===== config.mk =====
export PLATFORM = sky130hd
export DESIGN_NAME = branch_and_flag_instr_decode
export DESIGN_NICKNAME = d
export VERILOG_FILES = /design/src/include/flag_decode_pkg.sv /design/src/verilog/branch_test.sv /design/src/verilog/branch_and_flag_instr_decode.sv
export VERILOG_INCLUDE_DIRS = /design/src /design/src/include
export SDC_FILE = /design/constraint.sdc
export NUM_CORES = 1
export LEC_CHECK = 0
export BUFFER_PORTS_ARGS = -buffer_cell sky130_fd_sc_hd__buf_2
export CORE_MARGIN = 1
export CORE_UTILIZATION = 35
export CTS_CLUSTER_SIZE = 12
export DETAILED_ROUTE_END_ITERATION = 10
export SLEW_MARGIN = 5
export SYNTH_ARGS = -nofsm -noshare
export SYNTH_HDL_FRONTEND = slang
export SYNTH_SLANG_ARGS = --single-unit

===== constraint.sdc =====
create_clock -name ref_clk_i -period 3.2 [get_ports ref_clk_i]
set_clock_uncertainty 0.2 [all_clocks]
set_input_delay 0.96 -clock ref_clk_i [delete_from_list [all_inputs] [get_ports ref_clk_i]]
set_output_delay 0.96 -clock ref_clk_i [all_outputs]
set_load 0.02 [all_outputs]

===== src/include/flag_decode_defs.svh =====
// Opcode, flag position and timing constants for the branch and flag decoder.
`ifndef FLAG_DECODE_DEFS_SVH
`define FLAG_DECODE_DEFS_SVH
`define OP_BR_HIGHER     8'h22
`define OP_BR_LOWER_SAME 8'h23
`define OP_BR_CARRY_CLR  8'h24
`define OP_BR_NOT_EQUAL  8'h26
`define OP_BR_EQUAL      8'h27
`define OP_BR_OVF_CLR    8'h28
`define OP_BR_OVF_SET    8'h29
`define OP_FLAGS_FROM_A  8'h06
`define OP_FLAGS_TO_A    8'h07
`define OP_CLR_OVF       8'h0A
`define OP_SET_OVF       8'h0B
`define OP_CLR_CARRY     8'h0C
`define OP_SET_CARRY     8'h0D
`define OP_CLR_IRQ       8'h0E
`define OP_SET_IRQ       8'h0F
`define FLAG_C 0
`define FLAG_V 1
`define FLAG_Z 2
`define FLAG_N 3
`define FLAG_I 4
`define FLAG_H 5
`define FLAGS_RESET      6'h10
`define BRANCH_CYCLES    2'h3
`define BRANCH_BYTES     2'h2
`define FLAG_OP_CYCLES   2'h2
`define FLAG_OP_BYTES    2'h1
`endif


===== src/include/flag_decode_pkg.sv =====
// Types shared by the branch and flag decoder.
package flag_decode_pkg;
  typedef enum logic [2:0] {
    ST_IDLE = 3'b001,
    ST_BUSY = 3'b010,
    ST_DONE = 3'b100
  } exec_state_t;
endpackage


===== src/verilog/branch_test.sv =====
`timescale 1ns/1ps
// Combinational branch condition evaluation from opcode and flags.
`include "flag_decode_defs.svh"
module branch_test
  import flag_decode_pkg::*;
(
  input  wire logic [7:0] opcode_i,
  input  wire logic [5:0] flags_i,
  output logic            is_branch_o,
  output logic            taken_o
);
  // Each supported branch opcode maps to one test of the flags.
  always_comb begin
    is_branch_o = 1'b1;
    taken_o     = 1'b0;
    case (opcode_i)
      `OP_BR_CARRY_CLR:  taken_o = ~flags_i[`FLAG_C];
      `OP_BR_LOWER_SAME: taken_o = flags_i[`FLAG_C] | flags_i[`FLAG_Z];
      `OP_BR_HIGHER:     taken_o = ~(flags_i[`FLAG_C] | flags_i[`FLAG_Z]);
      `OP_BR_NOT_EQUAL:  taken_o = ~flags_i[`FLAG_Z];
      `OP_BR_EQUAL:      taken_o = flags_i[`FLAG_Z];
      `OP_BR_OVF_CLR:    taken_o = ~flags_i[`FLAG_V];
      `OP_BR_OVF_SET:    taken_o = flags_i[`FLAG_V];
      default:           is_branch_o = 1'b0;
    endcase
  end
endmodule


===== src/verilog/branch_and_flag_instr_decode.sv =====
`timescale 1ns/1ps
// Decode and execute of relative branches and flag manipulation instructions.
`include "flag_decode_defs.svh"
module branch_and_flag_instr_decode
  import flag_decode_pkg::*;
(
  input  wire logic        ref_clk_i,
  input  wire logic        sys_rst_i,
  input  wire logic        instr_valid_i,
  input  wire logic [7:0]  opcode_i,
  input  wire logic [7:0]  displacement_i,
  input  wire logic [15:0] opcode_addr_i,
  input  wire logic [7:0]  acc_a_i,
  output logic             instr_ready_o,
  output logic             supported_o,
  output logic             done_o,
  output logic [15:0]      next_pc_o,
  output logic             branch_taken_o,
  output logic [1:0]       instr_bytes_o,
  output logic             acc_a_write_o,
  output logic [7:0]       acc_a_data_o,
  output logic [5:0]       condition_flags_o
);
  exec_state_t state_reg;
  logic [5:0]  condition_flags_reg;
  logic [1:0]  cycle_reg;
  logic [7:0]  op_reg;
  logic [7:0]  disp_reg;
  logic [15:0] addr_reg;
  logic [7:0]  acc_reg;
  logic        is_branch;
  logic        taken;
  logic        is_flag_op;
  logic [1:0]  cycles_needed;

  branch_test u_test (
    .opcode_i    (op_reg),
    .flags_i     (condition_flags_reg),
    .is_branch_o (is_branch),
    .taken_o     (taken)
  );

  // Flag opcodes are recognised by table so that others are refused.
  function automatic logic flag_op(input logic [7:0] op);
    case (op)
      `OP_CLR_CARRY, `OP_SET_CARRY, `OP_CLR_IRQ, `OP_SET_IRQ,
      `OP_CLR_OVF, `OP_SET_OVF, `OP_FLAGS_FROM_A, `OP_FLAGS_TO_A: flag_op = 1'b1;
      default: flag_op = 1'b0;
    endcase
  endfunction

  function automatic logic branch_op(input logic [7:0] op);
    branch_op = (op == `OP_BR_HIGHER) || (op == `OP_BR_LOWER_SAME) || (op == `OP_BR_CARRY_CLR) ||
                (op == `OP_BR_NOT_EQUAL) || (op == `OP_BR_EQUAL) || (op == `OP_BR_OVF_CLR) ||
                (op == `OP_BR_OVF_SET);
  endfunction

  assign is_flag_op    = flag_op(op_reg);
  assign cycles_needed = is_branch ? `BRANCH_CYCLES : `FLAG_OP_CYCLES;
  assign instr_ready_o = (state_reg == ST_IDLE);
  assign supported_o   = branch_op(opcode_i) | flag_op(opcode_i);
  assign condition_flags_o = condition_flags_reg;

  // Sequencer: one cycle per machine cycle; the last cycle retires the instruction.
  always_ff @(posedge ref_clk_i or posedge sys_rst_i) begin
    if (sys_rst_i) begin
      state_reg <= ST_IDLE;
      cycle_reg <= 2'h0;
    end else begin
      case (state_reg)
        ST_IDLE: begin
          if (instr_valid_i && supported_o) begin
            state_reg <= ST_BUSY;
            cycle_reg <= 2'h1;
          end
        end
        ST_BUSY: begin
          if (cycle_reg == cycles_needed - 2'h1) begin
            state_reg <= ST_DONE;
          end
          cycle_reg <= cycle_reg + 2'h1;
        end
        ST_DONE: begin
          state_reg <= ST_IDLE;
          cycle_reg <= 2'h0;
        end
        default: state_reg <= ST_IDLE;
      endcase
    end
  end

  // Instruction capture happens when accepted so the operands stay stable.
  always_ff @(posedge ref_clk_i or posedge sys_rst_i) begin
    if (sys_rst_i) begin
      op_reg   <= 8'h01;
      disp_reg <= 8'h00;
      addr_reg <= 16'h0000;
      acc_reg  <= 8'h00;
    end else if (instr_ready_o && instr_valid_i && supported_o) begin
      op_reg   <= opcode_i;
      disp_reg <= displacement_i;
      addr_reg <= opcode_addr_i;
      acc_reg  <= acc_a_i;
    end
  end

  // Flags change only at retirement; branches never touch them.
  always_ff @(posedge ref_clk_i or posedge sys_rst_i) begin
    if (sys_rst_i) begin
      condition_flags_reg <= `FLAGS_RESET;
    end else if (state_reg == ST_DONE) begin
      case (op_reg)
        `OP_CLR_CARRY:    condition_flags_reg[`FLAG_C] <= 1'b0;
        `OP_SET_CARRY:    condition_flags_reg[`FLAG_C] <= 1'b1;
        `OP_CLR_IRQ:      condition_flags_reg[`FLAG_I] <= 1'b0;
        `OP_SET_IRQ:      condition_flags_reg[`FLAG_I] <= 1'b1;
        `OP_CLR_OVF:      condition_flags_reg[`FLAG_V] <= 1'b0;
        `OP_SET_OVF:      condition_flags_reg[`FLAG_V] <= 1'b1;
        `OP_FLAGS_FROM_A: condition_flags_reg <= acc_reg[5:0];
        default:          condition_flags_reg <= condition_flags_reg;
      endcase
    end
  end

  // Results are registered at retirement and shown with done_o.
  always_ff @(posedge ref_clk_i or posedge sys_rst_i) begin
    if (sys_rst_i) begin
      done_o         <= 1'b0;
      next_pc_o      <= 16'h0000;
      branch_taken_o <= 1'b0;
      instr_bytes_o  <= 2'h0;
      acc_a_write_o  <= 1'b0;
      acc_a_data_o   <= 8'h00;
    end else begin
      done_o        <= (state_reg == ST_DONE);
      acc_a_write_o <= (state_reg == ST_DONE) && (op_reg == `OP_FLAGS_TO_A);
      if (state_reg == ST_DONE) begin
        instr_bytes_o  <= is_branch ? `BRANCH_BYTES : `FLAG_OP_BYTES;
        branch_taken_o <= is_branch && taken;
        if (is_branch && taken) begin
          next_pc_o <= addr_reg + {14'h0000, `BRANCH_BYTES} + {{8{disp_reg[7]}}, disp_reg};
        end else begin
          next_pc_o <= addr_reg + {14'h0000, (is_branch ? `BRANCH_BYTES : `FLAG_OP_BYTES)};
        end
        // Upper two bits read as one, as unused flag positions do.
        acc_a_data_o <= {2'b11, condition_flags_reg};
      end
    end
  end

  // A retired instruction spent exactly its documented cycle count.
  a_exec_cycles: assert property (@(posedge ref_clk_i) disable iff (sys_rst_i)
    (state_reg == ST_DONE) |-> (cycle_reg == cycles_needed))
    else $error("instruction cycle count wrong");

  a_branch_flags: assert property (@(posedge ref_clk_i) disable iff (sys_rst_i)
    (state_reg == ST_DONE && is_branch) |=> $stable(condition_flags_reg))
    else $error("branch changed flags");

  a_carry_clear: assert property (@(posedge ref_clk_i) disable iff (sys_rst_i)
    (state_reg == ST_DONE && op_reg == `OP_CLR_CARRY) |=> !condition_flags_reg[`FLAG_C])
    else $error("carry not cleared");

  a_carry_branch: assert property (@(posedge ref_clk_i) disable iff (sys_rst_i)
    (state_reg == ST_DONE && op_reg == `OP_BR_CARRY_CLR) |=> (branch_taken_o == !$past(condition_flags_reg[`FLAG_C])))
    else $error("carry clear branch wrong");

  a_ovf_branch: assert property (@(posedge ref_clk_i) disable iff (sys_rst_i)
    (state_reg == ST_DONE && op_reg == `OP_BR_OVF_SET) |=> (branch_taken_o == $past(condition_flags_reg[`FLAG_V])))
    else $error("overflow set branch wrong");

  a_ovf_clear: assert property (@(posedge ref_clk_i) disable iff (sys_rst_i)
    (state_reg == ST_DONE && op_reg == `OP_BR_OVF_CLR) |=> (branch_taken_o != $past(condition_flags_reg[`FLAG_V])))
    else $error("overflow clear branch wrong");

  a_lower_same: assert property (@(posedge ref_clk_i) disable iff (sys_rst_i)
    (state_reg == ST_DONE && op_reg == `OP_BR_LOWER_SAME) |=>
      (branch_taken_o == ($past(condition_flags_reg[`FLAG_C]) | $past(condition_flags_reg[`FLAG_Z]))))
    else $error("lower or same branch wrong");

  a_transfer_in: assert property (@(posedge ref_clk_i) disable iff (sys_rst_i)
    (state_reg == ST_DONE && op_reg == `OP_FLAGS_FROM_A) |=> (condition_flags_reg == $past(acc_reg[5:0])))
    else $error("accumulator to flags wrong");

  a_untaken_pc: assert property (@(posedge ref_clk_i) disable iff (sys_rst_i)
    (state_reg == ST_DONE && is_branch && !taken) |=> (next_pc_o == $past(addr_reg) + {14'h0000, `BRANCH_BYTES}))
    else $error("untaken branch address wrong");

  a_same_opcode: assert property (@(posedge ref_clk_i) disable iff (sys_rst_i)
    (op_reg == `OP_BR_CARRY_CLR) |-> (is_branch && taken == !condition_flags_reg[`FLAG_C]))
    else $error("higher or same decode wrong");

  // The completion strobe must drop again, or the core would retire one instruction twice.
  a_done_pulse: assert property (@(posedge ref_clk_i) disable iff (sys_rst_i)
    done_o |=> !done_o)
    else $error("done pulse longer than one cycle");

  a_higher_branch: assert property (@(posedge ref_clk_i) disable iff (sys_rst_i)
    (state_reg == ST_DONE && op_reg == `OP_BR_HIGHER) |=>
      (branch_taken_o == !($past(condition_flags_reg[`FLAG_C]) | $past(condition_flags_reg[`FLAG_Z]))))
    else $error("higher branch wrong");

  a_equal_branch: assert property (@(posedge ref_clk_i) disable iff (sys_rst_i)
    (state_reg == ST_DONE && op_reg == `OP_BR_EQUAL) |=> (branch_taken_o == $past(condition_flags_reg[`FLAG_Z])))
    else $error("equal branch wrong");

  a_carry_set: assert property (@(posedge ref_clk_i) disable iff (sys_rst_i)
    (state_reg == ST_DONE && op_reg == `OP_SET_CARRY) |=> condition_flags_reg[`FLAG_C])
    else $error("carry not set");

  // The copy to A must carry the flags as they stood before retirement.
  a_flags_to_acc: assert property (@(posedge ref_clk_i) disable iff (sys_rst_i)
    (state_reg == ST_DONE && op_reg == `OP_FLAGS_TO_A) |=>
      (acc_a_write_o && acc_a_data_o[5:0] == $past(condition_flags_reg)))
    else $error("flags to accumulator wrong");
endmodule


==> impl_metrics.json <==
{
  "status": "complete, no violations",
  "use_met3_pct": 2.98,
  "grt_pass1_vias": 3370,
  "cts_buffers": 9,
  "hp-class": "register to register",
  "clock_latency_ps": 340,
  "slew_headroom_pct": 59.8,
  "hold_violations": 0,
  "detail-route-antenna-nets": 0,
  "vias_per_cell": 5.04,
  "synth_edf_count": 0,
  "fmax_mhz": 335,
  "ys_async_sr_fraction_pct": 100,
  "start_kind": "register",
  "synth-seq-cells": 77,
  "r2r_setup_slack_ps": 210,
  "routed_wl_mm": 10.2,
  "p_int_mw": 2.51,
  "grtUsageMet2_pct": 26.3,
  "syn-num-nets": 521,
  "area_delta_synth_final_pct": 21.7,
  "drv_cap": 0,
  "core_area_um2": 12600,
  "worstMarginPinSlew_ps": 603,
  "clk_pin_slew_ps": 60,
  "cts_tree": "done",
  "fill_cells": 1250,
  "seqPwrFrac_pct": 32.6,
  "post-cts-setup-buffers": 0,
  "antenna_found_initial": 0,
  "slowest_delay_ps": 450,
  "route.vias.total": 3555,
  "crit_buf_inv": 0,
  "ctsHoldBuffers": 0,
  "slew_viol_final": 0,
  "rsz0062_at_grt": "no",
  "power_density_nw_per_um2": 715,
  "finalCriticalPeriod_ps": 2990,
  "portBuffers": 77,
  "syn_inst": 445,
  "drive_above_1_share_pct": 29.6,
  "slowest_stage": "dfrtp_1",
  "worst_slack_ps": 211,
  "grt_busiest_layer": "met2",
  "pwr-share-clk_pct": 28.5,
  "io_pins": 80,
  "netlist_area_um2": 4520,
  "finalNetCount": 605,
  "critPathKind": "register to register",
  "clockBufferDepth": 2,
  "clock-root-buffer": "clkbuf_16",
  "drtIter0Drc": 160,
  "crit_arrival_ps": 3010,
  "cts.sink_count": 77,
  "hpwl_mm": 7.63,
  "synth_flop_cell": "dfrtp_1",
  "synth.distinct_cells": 59,
  "fin_crit_sh_pct": 93.4,
  "dr.pass1.iters": 4,
  "cp-end-kind": "register",
  "cp_cell_sequence": "ha_1 -> ha_1 -> a2111oi_0 -> o21ai_1 -> a221oi_2 -> o21ai_1 -> xor2_1 -> a221o_1",
  "dp_slack_ps": 127,
  "dieArea_um2": 13400,
  "fin_tns_setup_ps": 0,
  "path_delay_family": "compound AO/OA/AOI/OAI gates",
  "crit_required_ps": 3220,
  "pwr-share-comb_pct": 38.9,
  "place_congestion": 0.841,
  "num_rows": 41,
  "grt_max_degree": 50,
  "syn_area_per_cell_um2": 10.2,
  "antenna_cells": 0,
  "leakage_nw": 2.63,
  "wl_per_cell_um": 14.5,
  "grt_pass1_wl_mm": 16.7,
  "chipWidth_um": 116,
  "yosys_warnings": 0,
  "layout_common_cells": "buf_2 (77), dfrtp_1 (74), nand2_1 (57)",
  "overflow": 0,
  "p_sw_share_pct": 36.0,
  "drc_errors": 0,
  "yosysSeqAreaShare_pct": 42.7,
  "grt_usage_pct": 16.2,
  "start_util_pct": 35.8,
  "mostFrequentLayoutCell": "buf_2",
  "netSwitchingPower_mw": 1.42,
  "h-tree-depth": 3,
  "use_met1_pct": 21.4,
  "chipHeight_um": 116,
  "report.final.setup_viol": 0,
  "ir_drop_mv": 0.243,
  "path_max_fanout": 7
}
## path summary, 6_finish.rpt
path,from,endpoint,depth (start not counted)
max in group asynchronous,sys_rst_i,condition_flags_o[4],3
worst min-delay path,acc_a_data_o[0],acc_a_data_o[0],2
worst min register to register,acc_a_data_o[0],acc_a_data_o[0],2
min in group asynchronous,sys_rst_i,next_pc_o[2],2
worst max-delay path,disp_reg[7],next_pc_o[12],8
worst max register to register,disp_reg[7],next_pc_o[12],8
## cell families after synthesis
kind of cell	share of synthesized area (%)
adder cells (fa/ha/maj)	9.47
XOR/XNOR	5.04
AO/OA/AOI/OAI	13.6
buffers and inverters	3.16
AND/OR/NAND/NOR	15.9
flip-flops	42.7
multiplexers	10.1
## final cells by class
class	count	area, um^2	share of cell area, %
Multi-Input combinational cell	335	2460	44.8
Sequential cell	77	1930	35.1
Timing Repair Buffer	89	500	9.10
Clock buffer	11	243	4.42
Tap cell	172	215	3.91
Clock inverter	5	82.6	1.50
Inverter	17	65.1	1.18
## power by group through the flow
stage | clock network (mW) | logic (mW) | registers, mW
after floorplan | 0 | 1.18 | 1.25
after global placement | 0 | 1.47 | 1.29
after global routing | 1.18 | 1.74 | 1.30
after CTS | 1.14 | 1.52 | 1.28
after detailed placement | 0 | 1.51 | 1.30
final | 1.12 | 1.53 | 1.28
## synthesized netlist by cell type (7+ instances only)
library cell  instances  share of area [%]
xnor2_1              17                3.3
inv_1                17                1.4
nand2_1              57                4.7
nor3_1               16                1.8
mux2_2               37                9.2
o21ai_0              24                2.7
ha_1                 31                8.6
a21oi_1              16                1.8
nand3_1              14                1.6
nand2b_1             11                1.5
xor2_1                9                1.7
nor2_1               24                2.0
dfrtp_1              74                 41
a221o_1               7                1.6
## through the flow
| step | std cells | utilization, % | cell area [um^2] | total power [mW] | hold slack (ps) |
|---|---|---|---|---|---|
| after floorplan | 445 | - | 4520 | 2.43 | 255 |
| after global placement | 690 | 40.9 | 5160 | 2.76 | 255 |
| after detailed placement | 690 | 40.9 | 5160 | 2.81 | 261 |
| after CTS | 706 | 43.5 | 5490 | 3.95 | 277 |
| after global routing | 706 | 43.6 | 5500 | 4.23 | 287 |
| final | 706 | 43.6 | 5500 | 3.93 | 274 |
## worst register-to-register path, stage by stage (launching register included)
cell	delay [ps]
dfrtp_1	450
ha_1	320
ha_1	380
a2111oi_0	400
o21ai_1	150
a221oi_2	360
o21ai_1	130
xor2_1	160
a221o_1	310
## metal layers
metal	wire (um)	part of all wire, %
met5	0	0
met4	198	1.9
met3	366	3.6
met2	4840	47
met1	4830	47
## repair_timing
item | in CTS | in global routing
setup endpoints to repair | 0 | 5
gates resized for setup | 0 | 4
hold endpoints to repair | 0 | 0
Power figures use the tool's default switching activity.
